**src/logic/timer_counter_pkg.sv**
```systemverilog
// timer_counter_pkg: register map, field layout, encodings and carrier types
// assumes: a 32-bit APB slave, one register per aligned word
package timer_counter_pkg;

	// ==========================================================
	// register byte addresses
	localparam logic [7:0] SC_OFF     = 8'h00;
	localparam logic [7:0] CNTH_OFF   = 8'h04;
	localparam logic [7:0] CNTL_OFF   = 8'h08;
	localparam logic [7:0] MODH_OFF   = 8'h0c;
	localparam logic [7:0] MODL_OFF   = 8'h10;
	localparam logic [7:0] CHMODE_OFF = 8'h14;

	// ==========================================================
	// status-control field positions
	localparam int SC_OVF_BIT  = 7;
	localparam int SC_IE_BIT   = 6;
	localparam int SC_CPWM_BIT = 5;
	localparam int SC_CLKS_HI  = 4;
	localparam int SC_CLKS_LO  = 3;
	localparam int SC_PS_HI    = 2;
	localparam int SC_PS_LO    = 0;

	// ==========================================================
	// sizes and constants
	localparam int          NUM_CH    = 4;
	localparam int          CNT_W     = 16;
	localparam int          PRE_W     = 7;
	localparam logic [15:0] CNT_ZERO  = 16'h0000;
	localparam logic [15:0] CNT_ONE   = 16'h0001;
	localparam logic [15:0] CNT_FULL  = 16'hffff;
	localparam logic [15:0] MOD_RESET = 16'h0000;
	localparam logic [7:0]  BYTE_ZERO = 8'h00;
	localparam logic [PRE_W-1:0] DIV_ZERO = 7'h00;
	localparam logic [PRE_W-1:0] DIV_ONE  = 7'h01;

	// clock source field encodings
	localparam logic [1:0] CLKS_OFF   = 2'h0;
	localparam logic [1:0] CLKS_BUS   = 2'h1;
	localparam logic [1:0] CLKS_FIXED = 2'h2;
	localparam logic [1:0] CLKS_EXT   = 2'h3;

	// ==========================================================
	// types
	typedef enum logic [3:0] {
		CHM_CAPTURE    = 4'h1,
		CHM_COMPARE    = 4'h2,
		CHM_EDGE_PWM   = 4'h4,
		CHM_CENTER_PWM = 4'h8
	} ch_mode_t;

	typedef enum logic [1:0] {
		RD_LIVE = 2'h1,
		RD_HELD = 2'h2
	} rd_state_t;

	typedef struct packed {
		logic [1:0] clks;
		logic [2:0] ps;
		logic       pll_ok;
	} tick_cfg_t;

	typedef struct packed {
		logic rd_hi;
		logic rd_lo;
		logic restart;
		logic freeze;
	} rd_ctl_t;

endpackage

```
**src/logic/timer_tick_gen.sv**
```systemverilog
// timer_tick_gen: clock source synchronisers, source select, prescaler
// assumes: ext and fixed clock inputs are slow against CLK
`timescale 1ns/1ps
module timer_tick_gen (
	// clock and reset
	input  wire logic                         clk,
	input  wire logic                         rst,
	// configuration
	input  wire timer_counter_pkg::tick_cfg_t cfg,
	input  wire logic                         halt,
	// raw sources
	input  wire logic                         ext_clk,
	input  wire logic                         fixed_clk,
	// counting tick
	output logic                              tick
);

	// prescaler width, needed by the mask cast below
	localparam int PRE_W = timer_counter_pkg::PRE_W;

	typedef struct packed {
		logic [2:0]                          ext_s;
		logic [2:0]                          fix_s;
		logic [timer_counter_pkg::PRE_W-1:0] div;
	} tick_state_t;

	tick_state_t                         s_r;
	tick_state_t                         s_nxt;
	logic                                src_pulse;
	logic [timer_counter_pkg::PRE_W-1:0] mask;

	// ==========================================================
	// next state and tick
	always_comb begin
		s_nxt = s_r;
		// two-stage synchronisers, third stage for edges
		s_nxt.ext_s = {s_r.ext_s[1:0], ext_clk};
		s_nxt.fix_s = {s_r.fix_s[1:0], fixed_clk};
		// source select by field
		case (cfg.clks)
			timer_counter_pkg::CLKS_OFF:   src_pulse = 1'b0;
			timer_counter_pkg::CLKS_BUS:   src_pulse = 1'b1;
			// fixed clock falls back to bus rate
			timer_counter_pkg::CLKS_FIXED: src_pulse = cfg.pll_ok ?
				(s_r.fix_s[1] & ~s_r.fix_s[2]) : 1'b1;
			timer_counter_pkg::CLKS_EXT:
				src_pulse = s_r.ext_s[1] & ~s_r.ext_s[2];
			default:                       src_pulse = 1'b0;
		endcase
		// divide by two to the field value
		mask = PRE_W'((8'h01 << cfg.ps) - 8'h01);
		// prescaler counts the selected source
		if (cfg.clks == timer_counter_pkg::CLKS_OFF) begin
			s_nxt.div = timer_counter_pkg::DIV_ZERO;
		end else if (src_pulse && !halt) begin
			s_nxt.div = s_r.div + timer_counter_pkg::DIV_ONE;
		end
		// new factor used on the following cycle
		tick = src_pulse && !halt && ((s_r.div & mask) == mask);
		if (rst) begin
			s_nxt = '0;
		end
	end

	// ==========================================================
	// state register
	always_ff @(posedge clk) begin
		s_r <= s_nxt;
	end
endmodule // timer_tick_gen

```
**src/logic/count_read_latch.sv**
```systemverilog
// count_read_latch: two-byte coherent read buffer for the counter
// assumes: at most one byte read per cycle
`timescale 1ns/1ps
module count_read_latch (
	// clock and reset
	input  wire logic                       clk,
	input  wire logic                       rst,
	// live counter and controls
	input  wire logic [15:0]                cnt,
	input  wire timer_counter_pkg::rd_ctl_t ctl,
	// read bytes
	output logic [7:0]                      hi_byte,
	output logic [7:0]                      lo_byte
);

	typedef struct packed {
		timer_counter_pkg::rd_state_t st;
		logic [15:0]                  buf_val;
		logic                         owe_hi;
	} latch_state_t;

	latch_state_t s_r;
	latch_state_t s_nxt;

	// ==========================================================
	// next state
	always_comb begin
		s_nxt = s_r;
		if (ctl.restart) begin
			// restart drops any held value
			s_nxt.st = timer_counter_pkg::RD_LIVE;
		end else if (!ctl.freeze) begin
			case (s_r.st)
				timer_counter_pkg::RD_LIVE: begin
					// first byte read captures both
					if (ctl.rd_hi || ctl.rd_lo) begin
						s_nxt.st      = timer_counter_pkg::RD_HELD;
						s_nxt.buf_val = cnt;
						s_nxt.owe_hi  = ctl.rd_lo;
					end
				end
				timer_counter_pkg::RD_HELD: begin
					if ((ctl.rd_hi && s_r.owe_hi) ||
						(ctl.rd_lo && !s_r.owe_hi)) begin
						s_nxt.st = timer_counter_pkg::RD_LIVE;
					end
				end
				default: s_nxt.st = timer_counter_pkg::RD_LIVE;
			endcase
		end
		if (rst) begin
			s_nxt.st      = timer_counter_pkg::RD_LIVE;
			s_nxt.buf_val = timer_counter_pkg::CNT_ZERO;
			s_nxt.owe_hi  = 1'b0;
		end
	end

	// held value while latched, live value otherwise
	assign hi_byte = (s_r.st == timer_counter_pkg::RD_HELD) ?
		s_r.buf_val[15:8] : cnt[15:8];
	assign lo_byte = (s_r.st == timer_counter_pkg::RD_HELD) ?
		s_r.buf_val[7:0] : cnt[7:0];

	// ==========================================================
	// state register
	always_ff @(posedge clk) begin
		s_r <= s_nxt;
	end
endmodule // count_read_latch

```
**src/logic/timer_counter_core.sv**
```systemverilog
// timer_counter_core: 16-bit timer counter core with APB registers
// assumes: APB master on CLK; channel logic uses COUNT, COUNT_DOWN, CH_MODE
//
// Operation
// up only unless center-aligned, else up/down
// center select forces center PWM on channels
// clock source field: off, bus, fixed, external
// external and fixed clocks synchronised first
// fixed clock equals bus clock without PLL
// prescale divides by two to the field
// prescaler follows source sync and select
// new prescale acts on the next cycle
// byte read latches both bytes until other
// reset or control write restarts read buffer
// counter byte write clears counter, restarts buffer
// reset clears counter
// halt freezes counter and read buffer
// writes still restart read buffer during halt
// counter at modulo wraps to zero, flags
// half-written modulo inhibits overflow flag
// modulo resets to zero, free running
// no clock: modulo loads on second byte
// clocked: modulo loads stepping into limit
// control write resets modulo write sequence
// halt freezes sequence, modulo writes go direct
// software clears counter before new modulo
// flag clears by read then zero write
// interrupt when flag and enable set
// counter steps per tick, holds without clock
`timescale 1ns/1ps
module timer_counter_core (
	// clock and reset
	input  wire logic                                 CLK,
	input  wire logic                                 RST,
	// apb slave
	input  wire logic                                 PSEL,
	input  wire logic                                 PENABLE,
	input  wire logic                                 PWRITE,
	input  wire logic [7:0]                           PADDR,
	input  wire logic [31:0]                          PWDATA,
	output logic      [31:0]                          PRDATA,
	output logic                                      PREADY,
	output logic                                      PSLVERR,
	// clock sources and system state
	input  wire logic                                 EXT_CLK_IN,
	input  wire logic                                 FIXED_CLK_IN,
	input  wire logic                                 PLL_PRESENT,
	input  wire logic                                 PLL_ENABLED,
	input  wire logic                                 DEBUG_HALT,
	// to channel logic, and overflow interrupt
	output logic      [15:0]                          COUNT,
	output logic                                      COUNT_DOWN,
	output timer_counter_pkg::ch_mode_t [3:0]         CH_MODE,
	output logic                                      OVF_IRQ
);

	localparam int NCH = timer_counter_pkg::NUM_CH;

	typedef struct packed {
		logic                                 ovf;
		logic                                 ovf_ie;
		logic                                 cpwm;
		logic [1:0]                           clks;
		logic [2:0]                           ps;
		logic                                 ovf_armed;
		logic [15:0]                          cnt;
		logic                                 down;
		logic [15:0]                          mod;
		logic [15:0]                          mod_buf;
		logic                                 mod_hi_seen;
		logic                                 mod_lo_seen;
		logic [2*NCH-1:0]                     ch_cfg;
		timer_counter_pkg::ch_mode_t [NCH-1:0] ch_mode;
		logic                                 pready;
		logic                                 pslverr;
		logic [31:0]                          prdata;
		logic                                 irq;
	} core_state_t;

	core_state_t                            s_r;
	core_state_t                            s_nxt;
	timer_counter_pkg::tick_cfg_t           tcfg;
	timer_counter_pkg::rd_ctl_t             rctl;
	timer_counter_pkg::ch_mode_t [NCH-1:0]  ch_mode_w;
	logic                                   tick;
	logic [7:0]                             cnt_hi_rd;
	logic [7:0]                             cnt_lo_rd;
	logic                                   rd_evt;
	logic                                   wr_evt;
	logic [7:0]                             wd;
	logic                                   sc_wr;
	logic                                   cnt_wr;
	logic                                   modh_wr;
	logic                                   modl_wr;
	logic [15:0]                            limit;
	logic                                   ovf_evt;
	logic                                   into_limit;
	logic                                   mapped;

	// ==========================================================
	// bus decode
	assign rd_evt  = PSEL && PENABLE && !s_r.pready && !PWRITE;
	assign wr_evt  = PSEL && PENABLE && s_r.pready && PWRITE;
	assign wd      = PWDATA[7:0];
	assign sc_wr   = wr_evt && (PADDR == timer_counter_pkg::SC_OFF);
	assign cnt_wr  = wr_evt && (PADDR == timer_counter_pkg::CNTH_OFF ||
		PADDR == timer_counter_pkg::CNTL_OFF);
	assign modh_wr = wr_evt && (PADDR == timer_counter_pkg::MODH_OFF);
	assign modl_wr = wr_evt && (PADDR == timer_counter_pkg::MODL_OFF);
	assign mapped  = PADDR == timer_counter_pkg::SC_OFF ||
		PADDR == timer_counter_pkg::CNTH_OFF ||
		PADDR == timer_counter_pkg::CNTL_OFF ||
		PADDR == timer_counter_pkg::MODH_OFF ||
		PADDR == timer_counter_pkg::MODL_OFF ||
		PADDR == timer_counter_pkg::CHMODE_OFF;

	// ==========================================================
	// tick generator
	assign tcfg.clks   = s_r.clks;
	assign tcfg.ps     = s_r.ps;
	assign tcfg.pll_ok = PLL_PRESENT && PLL_ENABLED;

	timer_tick_gen u_tick (
		.clk       (CLK),
		.rst       (RST),
		.cfg       (tcfg),
		.halt      (DEBUG_HALT),
		.ext_clk   (EXT_CLK_IN),
		.fixed_clk (FIXED_CLK_IN),
		.tick      (tick)
	);

	// ==========================================================
	// coherent counter reads
	assign rctl.rd_hi   = rd_evt && (PADDR == timer_counter_pkg::CNTH_OFF);
	assign rctl.rd_lo   = rd_evt && (PADDR == timer_counter_pkg::CNTL_OFF);
	// restart on control or counter write, even in halt
	assign rctl.restart = sc_wr || cnt_wr;
	// halt freezes the read buffer
	assign rctl.freeze  = DEBUG_HALT;

	count_read_latch u_rdlatch (
		.clk     (CLK),
		.rst     (RST),
		.cnt     (s_r.cnt),
		.ctl     (rctl),
		.hi_byte (cnt_hi_rd),
		.lo_byte (cnt_lo_rd)
	);

	// ==========================================================
	// per-channel effective mode
	genvar gi;
	generate
		for (gi = 0; gi < NCH; gi++) begin : g_ch
			// center select overrides channel mode bits
			assign ch_mode_w[gi] = s_r.cpwm ?
				timer_counter_pkg::CHM_CENTER_PWM :
				s_r.ch_cfg[2*gi+1] ? timer_counter_pkg::CHM_EDGE_PWM :
				s_r.ch_cfg[2*gi]   ? timer_counter_pkg::CHM_COMPARE :
				timer_counter_pkg::CHM_CAPTURE;
		end
	endgenerate

	// zero modulo counts the full range
	assign limit = (s_r.mod == timer_counter_pkg::MOD_RESET) ?
		timer_counter_pkg::CNT_FULL : s_r.mod;

	// ==========================================================
	// next state
	always_comb begin
		s_nxt      = s_r;
		ovf_evt    = 1'b0;
		into_limit = 1'b0;
		s_nxt.ch_mode = ch_mode_w;

		// counter byte write clears the whole counter
		if (cnt_wr) begin
			s_nxt.cnt  = timer_counter_pkg::CNT_ZERO;
			s_nxt.down = 1'b0;
		end else if (tick) begin
			// one step per prescaled tick
			if (!s_r.cpwm) begin
				// up counting only
				s_nxt.down = 1'b0;
				into_limit = s_r.cnt == limit - timer_counter_pkg::CNT_ONE;
				// wrap to zero after the limit
				if (s_r.cnt == limit) begin
					s_nxt.cnt = timer_counter_pkg::CNT_ZERO;
					ovf_evt   = 1'b1;
				end else begin
					s_nxt.cnt = s_r.cnt + timer_counter_pkg::CNT_ONE;
				end
			end else if (!s_r.down) begin
				// up leg of up/down counting
				into_limit = s_r.cnt == limit - timer_counter_pkg::CNT_ONE;
				if (s_r.cnt >= limit) begin
					s_nxt.down = 1'b1;
					s_nxt.cnt  = s_r.cnt - timer_counter_pkg::CNT_ONE;
					ovf_evt    = 1'b1;
				end else begin
					s_nxt.cnt = s_r.cnt + timer_counter_pkg::CNT_ONE;
				end
			end else begin
				if (s_r.cnt == timer_counter_pkg::CNT_ZERO) begin
					s_nxt.down = 1'b0;
					s_nxt.cnt  = timer_counter_pkg::CNT_ONE;
				end else begin
					s_nxt.cnt = s_r.cnt - timer_counter_pkg::CNT_ONE;
				end
			end
		end

		// buffered modulo loads when stepping into the limit
		if (into_limit && s_r.mod_hi_seen && s_r.mod_lo_seen &&
			!DEBUG_HALT) begin
			s_nxt.mod         = s_r.mod_buf;
			s_nxt.mod_hi_seen = 1'b0;
			s_nxt.mod_lo_seen = 1'b0;
		end

		// modulo byte writes
		if (DEBUG_HALT) begin
			// direct writes, sequence frozen
			if (modh_wr) s_nxt.mod[15:8] = wd;
			if (modl_wr) s_nxt.mod[7:0]  = wd;
		end else if (modh_wr || modl_wr) begin
			if (modh_wr) begin
				s_nxt.mod_buf[15:8] = wd;
				s_nxt.mod_hi_seen   = 1'b1;
			end else begin
				s_nxt.mod_buf[7:0]  = wd;
				s_nxt.mod_lo_seen   = 1'b1;
			end
			// no clock: load as soon as both bytes are in
			if (s_r.clks == timer_counter_pkg::CLKS_OFF &&
				s_nxt.mod_hi_seen && s_nxt.mod_lo_seen) begin
				s_nxt.mod         = s_nxt.mod_buf;
				s_nxt.mod_hi_seen = 1'b0;
				s_nxt.mod_lo_seen = 1'b0;
			end
		end

		// flag read while set arms the clear
		if (rd_evt && PADDR == timer_counter_pkg::SC_OFF && s_r.ovf) begin
			s_nxt.ovf_armed = 1'b1;
		end

		// control register write
		if (sc_wr) begin
			s_nxt.ovf_ie = wd[timer_counter_pkg::SC_IE_BIT];
			s_nxt.cpwm   = wd[timer_counter_pkg::SC_CPWM_BIT];
			// leaving center mode drops the down leg
			if (!wd[timer_counter_pkg::SC_CPWM_BIT]) begin
				s_nxt.down = 1'b0;
			end
			s_nxt.clks   = wd[timer_counter_pkg::SC_CLKS_HI:
				timer_counter_pkg::SC_CLKS_LO];
			s_nxt.ps     = wd[timer_counter_pkg::SC_PS_HI:
				timer_counter_pkg::SC_PS_LO];
			// zero write clears only when armed
			if (!wd[timer_counter_pkg::SC_OVF_BIT] && s_r.ovf_armed) begin
				s_nxt.ovf = 1'b0;
			end
			s_nxt.ovf_armed   = 1'b0;
			// control write restarts the modulo sequence
			s_nxt.mod_hi_seen = 1'b0;
			s_nxt.mod_lo_seen = 1'b0;
		end
		if (wr_evt && PADDR == timer_counter_pkg::CHMODE_OFF) begin
			s_nxt.ch_cfg = wd;
		end

		// no flag while only one modulo byte is in
		if (ovf_evt && !(s_r.mod_hi_seen ^ s_r.mod_lo_seen)) begin
			// new overflow wins and restarts the clear sequence
			s_nxt.ovf       = 1'b1;
			s_nxt.ovf_armed = 1'b0;
		end

		// interrupt request follows flag and enable
		s_nxt.irq = s_nxt.ovf && s_nxt.ovf_ie;

		// bus answer one cycle into the access phase
		s_nxt.pready  = PSEL && PENABLE && !s_r.pready;
		s_nxt.pslverr = s_nxt.pready && !mapped;
		s_nxt.prdata  = '0;
		if (rd_evt) begin
			case (PADDR)
				timer_counter_pkg::SC_OFF:     s_nxt.prdata[7:0] = {s_r.ovf,
					s_r.ovf_ie, s_r.cpwm, s_r.clks, s_r.ps};
				timer_counter_pkg::CNTH_OFF:   s_nxt.prdata[7:0] = cnt_hi_rd;
				timer_counter_pkg::CNTL_OFF:   s_nxt.prdata[7:0] = cnt_lo_rd;
				timer_counter_pkg::MODH_OFF:   s_nxt.prdata[7:0] = s_r.mod[15:8];
				timer_counter_pkg::MODL_OFF:   s_nxt.prdata[7:0] = s_r.mod[7:0];
				timer_counter_pkg::CHMODE_OFF: s_nxt.prdata[7:0] = s_r.ch_cfg;
				default:                       s_nxt.prdata[7:0] =
					timer_counter_pkg::BYTE_ZERO;
			endcase
		end

		// reset clears counter, modulo and controls
		if (RST) begin
			s_nxt         = '0;
			s_nxt.ch_mode = {NCH{timer_counter_pkg::CHM_CAPTURE}};
		end
	end

	// ==========================================================
	// state register
	always_ff @(posedge CLK) begin
		s_r <= s_nxt;
	end

	// outputs straight from the state register
	assign PRDATA     = s_r.prdata;
	assign PREADY     = s_r.pready;
	assign PSLVERR    = s_r.pslverr;
	assign COUNT      = s_r.cnt;
	assign COUNT_DOWN = s_r.down;
	assign CH_MODE    = s_r.ch_mode;
	assign OVF_IRQ    = s_r.irq;
endmodule // timer_counter_core

```
**config.mk**
```make
export PLATFORM = sky130hd
export DESIGN_NAME = timer_counter_core
export DESIGN_NICKNAME = d
export VERILOG_FILES = /design/src/logic/timer_counter_pkg.sv /design/src/logic/timer_tick_gen.sv /design/src/logic/count_read_latch.sv /design/src/logic/timer_counter_core.sv
export SDC_FILE = /design/constraint.sdc
export NUM_CORES = 1
export LEC_CHECK = 0
export ABC_AREA = 1
export BUFFER_PORTS_ARGS = -buffer_cell sky130_fd_sc_hd__buf_2
export CORE_ASPECT_RATIO = 2
export CORE_MARGIN = 2
export CORE_UTILIZATION = 60
export CTS_BUF_LIST = sky130_fd_sc_hd__clkbuf_2
export CTS_CLUSTER_DIAMETER = 50
export DETAILED_ROUTE_END_ITERATION = 10
export PLACE_DENSITY = 0.87
export SLEW_MARGIN = 20
export SYNTH_ARGS = -nofsm -noshare
export SYNTH_HDL_FRONTEND = slang
export SYNTH_SLANG_ARGS = --single-unit
```
**constraint.sdc**
```tcl
create_clock -name CLK -period 4 [get_ports CLK]
set_input_delay 0.2 -clock CLK [delete_from_list [all_inputs] [get_ports CLK]]
set_output_delay 0.2 -clock CLK [all_outputs]
set_load 0.005 [all_outputs]
```
# Word-level counts from Yosys, hierarchy flattened
# Index checks and enable logic that the tools add are counted.
# totals
regBits	151
inputBits	50
# classes
addsub	5
n_reduce_logical	63
mux	62
n_eq_ne	15
n_shift	1
n_bitwise	9
magnitude_cmp	1
# op_table
op	n
$mux 16	7
$mux 8	6
$pmux 8 s6	1
$mux 17	2
$mux 34	1
$eq 16x16->1	2
$logic_not 16->1	2
$sub 16x1->16 const B	2
$logic_and 1x1->1	28
$mux 1	25
$mux 19	1
$add 16x1->16 const B	1
$eq 8x4->1 const B	2
$eq 8x5->1 const B	2
$ge 16x16->1	1
$mux 2	8
$mux 4	4
$reduce_or 3->1	5
$mux 3	4
$reduce_or 2->1	6
$logic_or 1x1->1	10
$mux 9	1
$eq 8x3->1 const B	1
$logic_not 8->1	1
18 further kinds	33

# Logic depth before layout (Yosys ltp)
# Gate-level depths: netlist of run 1.
# depth
depth_word	20
ltp_mapped	27
mapped_depth_nobuf	27

# Modules after synthesis
# From an unflattened synthesis of run 1, not the netlist that was laid out.
# unflattened
hier_cells	1316
hier_area_um2	8703.3
# modules_own_cells
mod	area_per_inst_um2	seq_area_each_um2	cells_per_inst	n_inst
timer_counter_core	6826.5	1841.8	1051	1
count_read_latch	1116.1	380.4	148	1
timer_tick_gen	760.7	260.2	117	1

# Least setup slack after synthesis of run 1
# No wires, ideal clock.
# synth_timing
path_kind	flip-flop to flip-flop
startpoint	register s_r[84] (netlist name)
endpoint	register s_r[91] (netlist name)
slack_ns	1.154
required_ns	3.891
t_arrival_ns	2.737
path_stages_with_launch	26
path_cell_list	dfxtp_1 nor2_4 nand2_2 nor2_2 nand2_4 inv_1 nor2_1 ha_1 nand2_1 inv_1 nand3_1 nor2_1 nand3_1 nor2_1 nor2_1 nand2_1 nor2_1 nand3_4 nand2_2 a21boi_4 nand2_4 buf_6 nand2_1 nand3_1 nand2_1 inv_1
# synth_between
elab_chain_len	20
# synth_rtl
element	line	rtl
from (decl)	timer_counter_core.sv:80	core_state_t s_r;
from (signal assigned)	timer_counter_core.sv:312	s_r <= s_nxt;
$logic_not 16->1	timer_counter_core.sv:166	assign limit = (s_r.mod == timer_counter_pkg::MOD_RESET) ?
$mux 16 (*)	timer_counter_core.sv:166	
$sub 16x1->16 (*)	timer_counter_core.sv:186, timer_counter_core.sv:196	
$eq 16x16->1 (*)	timer_counter_core.sv:186, timer_counter_core.sv:196	
$mux 1	timer_counter_core.sv:194	end else if (!s_r.down) begin
$mux 1 (*)	timer_counter_core.sv:183	if (!s_r.cpwm) begin
$mux 1 (*)	timer_counter_core.sv:181	end else if (tick) begin
$mux 1 (*)	timer_counter_core.sv:178	if (cnt_wr) begin
[... 4 more ...]	-	
$mux 1	timer_counter_core.sv:228	if (modh_wr) begin
$mux 1	timer_counter_core.sv:227	end else if (modh_wr || modl_wr) begin
$mux 1	timer_counter_core.sv:223	if (DEBUG_HALT) begin
$logic_and 1x1->1	timer_counter_core.sv:236	if (s_r.clks == timer_counter_pkg::CLKS_OFF &&
$logic_and 1x1->1	timer_counter_core.sv:237	s_nxt.mod_hi_seen && s_nxt.mod_lo_seen) begin
$mux 16	timer_counter_core.sv:236	
$mux 34	timer_counter_core.sv:227	
$mux 16 (*)	timer_counter_core.sv:223	
# Every way passes the cells marked *; elsewhere a longest branch is shown, timed or not. The select of a mux whose other input is x is not followed.
# A chain may end at the register's enable or synchronous reset.

# Final worst setup path of run 1
# layout_timing
startpoint	register s_r[77] (netlist name)
endpoint	register s_r[77] (netlist name)
# layout_between
elab_chain_len	20
# layout_rtl
element	line
$logic_not 16->1	timer_counter_core.sv:166
$mux 16	timer_counter_core.sv:166
$sub 16x1->16	timer_counter_core.sv:186, timer_counter_core.sv:196
$eq 16x16->1	timer_counter_core.sv:186, timer_counter_core.sv:196
$mux 1	timer_counter_core.sv:194
$mux 1	timer_counter_core.sv:183
$mux 1	timer_counter_core.sv:181
$mux 1	timer_counter_core.sv:178
[... 4 more ...]	-
$mux 1	timer_counter_core.sv:228
$mux 1	timer_counter_core.sv:227
$mux 1	timer_counter_core.sv:223
$logic_and 1x1->1	timer_counter_core.sv:236
$logic_and 1x1->1	timer_counter_core.sv:237
$mux 16	timer_counter_core.sv:236
$mux 34	timer_counter_core.sv:227
$mux 16 (*)	timer_counter_core.sv:223
# Marks and branches as above.

==> results.yml, run 1 <==
status:
  status: "complete, no violations"
synth:
  ys_warn_count: 0
  synth_top_area_share: 0.303
  ys_types: 48
  synth_edf_count: 0
  yosys.area_share.simple: 0.256
  synth_adder_area_share: 0.0336
  synth_area_leaders: "dfxtp_1, nand2_1, inv_1"
  synthTopCellsByCount: "nand2_1, inv_1, dfxtp_1"
  synth_top_area_cell: "dfxtp_1"
  synth_compound_area_frac: 0.197
  synth_top_family_by_area: "simple AND/OR/NAND/NOR gates"
  async_flop_share: 0
  synthMuxAreaShare: 0
  synthCells: 1269
  ys_ff_latch: 124
  yosysMostFrequentCell: "nand2_1"
  synth_flop_cell: "dfxtp_1"
  ys_seq_area_frac: 0.303
  synth.cell_area_um2: 8190
  avgSynthCellArea_um2: 6.46
  synthXorXnorAreaFrac: 0.0296
global_routing:
  grt_busiest_layer: "met2"
  grt-ovfl-total: 0
  grt_pass1_vias: 8148
  grt_max_degree: 47
  use_met3: 0.0661
  grt_pass1_wl_mm: 40.5
  antenna_found_initial: 1
  grt_util_met2: 0.627
  met1_usage: 0.357
  grt_usage: 0.359
sta:
  period_needed_ns: 3.68
  worst-slew-pin-transition_ns: 1.18
  fmax_mhz: 272
  max-slew-margin-rel: 0.209
  rsz0062_at_grt: "no"
  clock_skew_ns: 0.0401
  hold_viol_final: 0
  drv_slew: 0
  fin_crit_sh: 0.920
  finalSetupViolCount: 0
  tns_ns: 0
floorplanning:
  dieArea_um2: 14700
  rows: 60
  die_h_um: 169
  io_pins: 118
  chipWidth_um: 86.6
  core_area_um2: 13400
  initial_utilization: 0.613
worst_setup_path:
  cpPeakStageDelay_ns: 0.36
  end_kind: "register"
  r2r_slack_ns: 0.32
  crit_fanout: 32
  worstRegToRegCells: 22
  cp.required_ns: 4.66
  arrival_ns: 4.34
  crit_path_start: "s_r[77]"
  r2r_start: "s_r[77]"
  crit_path_top_delay_cell: "dfxtp_1"
  path_cells: "nor2_2 > nand2_1 > nor2_1 > nand2_4 > inv_1 > nor2_1 > ha_1 > xnor2_1 > nor3b_1 > nand3_1 > nor2_2 > nand2_1 > nor2_1 > nand2_1 > nor2_1 > nand3_4 > buf_4 > o21ai_0 > inv_1 > nand2_1 > nand3_1 > a21oi_1"
  critical_path_class: "register to register"
  critical_path.startpoint_type: "register"
clocking:
  clk_latency_ns: 0.73
  htree_levels: 4
  ctsLongestPathBuffers: 2
  cts-root-buf: "clkbuf_2"
  cts_buffers: 17
  cts_tree: "done"
  clkSlewWorstSetupHoldPaths_ns: 0.19
  cts_setup_buffers: 0
  cts_sinks: 124
detailed_routing:
  routed_wl_mm: 25.8
  drtAntennaViolNets: 0
  drt-initial-drc-count: 835
  vias: 8681
  wl_per_cell_um: 17.5
  routed_via_density: 5.89
  drtPass1Iterations: 8
  drc: 0
pwr:
  power_density_nw_per_um2: 288
  leakage_nw: 4.05
  ir_drop_uv: 333
  finalPower_mw: 2.50
hold_path:
  whs_path_depth: 6
  min_path_type: "input port to register"
  min_from: "PADDR[5]"
finish:
  area_growth_pct: 6.18
  multi_input_area_um2: 4330
  nNetsFinal: 1378
  final_layout_size_suffix_gt1_frac: 0.115
  seqCellArea_um2: 2480
  post-route-util: 0.651
  postLayoutCellArea_um2: 8700
  fillCellCount: 1244
placed_design:
  routabilityCongestion: 1.02
  dpl_cell_area_um2: 8320
  io_buffer_count: 69
  hpwl_mm: 19.0
job:
  max-cap-violations: 0
worst max-delay path: cells and delay by family (launching register included):
kind,cells,cell delay (ns)
fa+ha+maj,1,0.31
buf+inv,3,0.52
flops,1,0.36
compound gates,2,0.38
simple gates,15,1.90
xor+xnor,1,0.13
final timing paths:
kind                     to
max                 s_r[77]
min               PRDATA[1]
max reg2reg         s_r[77]
min reg2reg  u_tick.s_r[11]
report_power, final:
| part | switching, mW | internal [mW] | total [mW] | leakage (nW) |
|---|---|---|---|---|
| Clock | 0.519 | 0.349 | 0.868 | 0.147 |
| Sequential | 0.00702 | 1.25 | 1.26 | 1.00 |
| Combinational | 0.254 | 0.125 | 0.379 | 2.90 |
stage by stage:
stage                     setup slack, ns  instances  hold WS (ns)
after detailed placement            0.348       1430         0.398
after global placement              0.426       1430         0.390
after CTS                           0.271       1473        0.0151
after floorplan                      1.15       1292         0.307
final                               0.319       1474       0.00317
after global routing               0.0336       1474        0.0210
flip-flops by register name, indices dropped and copies added (netlist names):
signal         flops
PSLVERR            1
CH_MODE           13
COUNT_DOWN         1
PREADY             1
s_r               51
PRDATA             8
u_rdlatch.s_r     19
OVF_IRQ            1
u_tick.s_r        13
COUNT             16
logic make-up after synthesis:
group | Yosys count
XOR/XNOR | 26
buffers and inverters | 322
adder cells (fa/ha/maj) | 22
other | 1
AND/OR/NAND/NOR | 494
flip-flops | 124
AO/OA/AOI/OAI | 280
metal layers:
layer,share of wire,wire (um)
met1,0.32,8260
met2,0.49,12700
met5,0,0
met4,0.10,2630
met3,0.084,2160
timing repair:
item / 4_1_cts / 5_1_grt
setup endpoints to repair: 0 / 17
endpoints found under the hold margin: 39 / 0
gates resized for setup: 0 / 8
hold buffers: 12 / 0
layout by cell type (no fill, tap or decap), types with 7 or more instances in the layout:
cell / count
nor2_1: 114
o22ai_1: 12
conb_1: 24
buf_2: 69
a211oi_1: 7
nand3_1: 75
a221oi_1: 9
clkbuf_2: 17
dfxtp_1: 122
nand4_1: 10
nand2_2: 7
a31oi_1: 20
o211ai_1: 20
a21oi_1: 76
o21ai_0: 116
xor2_1: 22
dlygate4sd3_1: 12
nand2_1: 249
nor3_1: 14
ha_1: 22
nor2_2: 7
inv_1: 206
buf_4: 24
final cells by class:
| cell class | count | share of cell area |
|---|---|---|
| diodes | 1 | 0.000288 |
| clock buffers | 17 | 0.00978 |
| clock inverters | 14 | 0.0191 |
| inverters | 212 | 0.0915 |
| multi-input cells | 846 | 0.497 |
| flip-flops and latches | 124 | 0.286 |
| well taps | 155 | 0.0223 |
| repair buffers | 105 | 0.0742 |
No activity file was read; power rests on OpenSTA's default activity.
==> inputs of run 2 (changes only) <==
- CORE_UTILIZATION: 60 -> 33
- PLACE_DENSITY: 0.87 -> 0.55
==> run 2 against run 1 <==
Against the previous run:
- clock power grew 6.3%
- wire length is 12% higher
- critical path depth increased by 2
- setup slack worse by 0.043 ns
- cell area increased by 5.3%
- count of clock-buffer cells in the layout up 1
- clock skew is 0.014 ns higher
- largest power group unchanged
==> results.yml, run 2 (synthesis results as in run 1) <==
global_routing:
  grt-ovfl-total: 0
  grt_usage: 0.227
  antenna_found_initial: 1
  grt_pass1_wl_mm: 43.9
  grt_max_degree: 46
  grt_pass1_vias: 7936
worst_setup_path:
  cp.required_ns: 4.68
  r2r_slack_ns: 0.28
  critical_path_class: "register to register"
  crit_fanout: 22
  end_kind: "register"
  critical_path.startpoint_type: "register"
  r2r-end: "s_r[84]"
  r2r_start: "s_r[77]"
  worstRegToRegCells: 24
  arrival_ns: 4.41
clocking:
  cts_sinks: 124
  clkSlewWorstSetupHoldPaths_ns: 0.19
  cts_buffers: 17
  clk_latency_ns: 0.81
  htree_levels: 4
  cts_tree: "done"
  cts_setup_buffers: 0
  cts-root-buf: "clkbuf_2"
  ctsLongestPathBuffers: 2
sta:
  fin_ws_ns: 0.276
  hold_viol_final: 0
  max-slew-margin-rel: 0.299
  period_needed_ns: 3.72
  tns_ns: 0
  fmax_mhz: 269
  fin_crit_sh: 0.931
  rsz0062_at_grt: "no"
  drv_slew: 0
  finalSetupViolCount: 0
  fin_hold_ws_ns: 0.0726
  clock_skew_ns: 0.0541
  worst-slew-pin-transition_ns: 1.05
pwr:
  leakage_nw: 4.19
  finalPower_mw: 2.57
  share_comb_of_total_power: 0.153
  ir_drop_uv: 153
  p_int_mw: 1.79
  power_density_nw_per_um2: 281
  p_clk_frac: 0.359
  seqPwrFrac: 0.488
  swShare: 0.305
  p_sw_mw: 0.785
detailed_routing:
  routed_wl_mm: 28.8
  drtAntennaViolNets: 0
  vias: 8307
  drc: 0
  wl_per_cell_um: 17.1
  drtPass1Iterations: 8
  drt-initial-drc-count: 521
  routed_via_density: 4.95
floorplanning:
  core_area_um2: 24400
  io_pins: 118
  rows: 81
  die_h_um: 227
  dieArea_um2: 26200
  initial_utilization: 0.335
  chipWidth_um: 115
placed_design:
  dpl_worst_slack_ns: 0.230
  routabilityCongestion: 0.979
  dpl_cell_area_um2: 8660
  io_buffer_count: 69
  hpwl_mm: 22.3
finish:
  nNetsFinal: 1404
  postLayoutCellArea_um2: 9160
  final_layout_size_suffix_gt1_frac: 0.124
  largest_register_ff_count: 51
  layout_common_cells: "nand2_1, inv_1, dfxtp_1"
  area_growth_pct: 11.8
  final_common_cell: "nand2_1"
  fillCellCount: 2706
  regMostFlops: "s_r"
hold_path:
  min_path_type: "input port to register"
  whs_path_depth: 4
  min_from: "PADDR[0]"
  hold_path_end: "PSLVERR"
status:
  status: "complete, no violations"
job:
  max-cap-violations: 0
[run 2: cell count changes in the layout (fill, tap and decap cells not counted), sizes merged]
cell / change
buf: +16
dlygate4sd3: +10
clkinv: +3
bufinv: +1
inv: -4
clkbuf: +1
[run 2: per-stage QoR]
| stage | util | std cells |
|---|---|---|
| 4_1_cts | 0.374 | 1677 |
| 3_3_place_gp | 0.355 | 1623 |
| 6_report | 0.375 | 1678 |
| 3_5_place_dp | 0.355 | 1623 |
| 2_1_floorplan | - | 1292 |
| 5_1_grt | 0.375 | 1678 |
[run 2: repair_timing]
item / CTS / global route
setup endpoints to repair: 0 / 16
hold buffers: 22 / 0
gates resized for setup: 0 / 6
hold endpoints to repair: 77 / 0
[run 2: final cells by class]
cell class                      count  area (um^2)  area share
Antenna cell                        1         2.50    0.000273
Clock buffer                       18         90.1     0.00983
Clock inverter                     14          175      0.0191
Inverter                          212          796      0.0869
Multi-Input combinational cell    846         4330       0.473
Sequential cell                   124         2480       0.271
Tap cell                          332          415      0.0453
Timing Repair Buffer              131          866      0.0945
[run 2: worst max-delay path by stage]
| stage | endpoint | slack (ns) | startpoint |
|---|---|---|---|
| final | s_r[84] | 0.28 | s_r[77] |
| after global routing | s_r[90] | 0.006 | s_r[77] |
| after CTS | s_r[84] | 0.18 | s_r[86] |
| after detailed placement | s_r[84] | 0.23 | s_r[86] |
| after global placement | s_r[84] | 0.27 | s_r[86] |
| after floorplan | s_r[91] | 1.15 | s_r[84] |
[run 2: power by group through the flow]
| stage | Sequential (mW) | Combinational (mW) | Clock [mW] |
|---|---|---|---|
| after floorplan | 1.28 | 0.283 | 0 |
| after global placement | 1.28 | 0.365 | 0 |
| after detailed placement | 1.28 | 0.372 | 0 |
| after CTS | 1.26 | 0.389 | 0.946 |
| after global routing | 1.26 | 0.446 | 0.999 |
| final | 1.26 | 0.394 | 0.923 |
[run 2: layer usage]
metal	GRT usage	vias to the layer above	part of all wire
met2	0.412	278	0.53
li1	-	4148	-
met5	0	-	0
met3	0.0356	92	0.040
met4	0.193	0	0.093
met1	0.217	3789	0.34
[run 2: worst max-delay path, cell delays in order (launching register included)]
cell     delay (ns)
dfxtp_1        0.37
nor2_2         0.21
nand2_1        0.08
nor2_1         0.18
nand2_4        0.18
inv_1          0.15
nor2_1         0.07
inv_1          0.06
ha_1           0.22
inv_1          0.09
nand4_1        0.09
nor3b_1        0.20
nand3_1        0.09
nor2_1         0.15
nand2_1        0.10
nor2_1         0.15
nand2_1        0.07
nor2_1         0.18
nand3_4        0.16
buf_4          0.25
o21ai_1        0.17
inv_1          0.05
nand2_1        0.06
nand3_1        0.06
a21oi_1        0.23
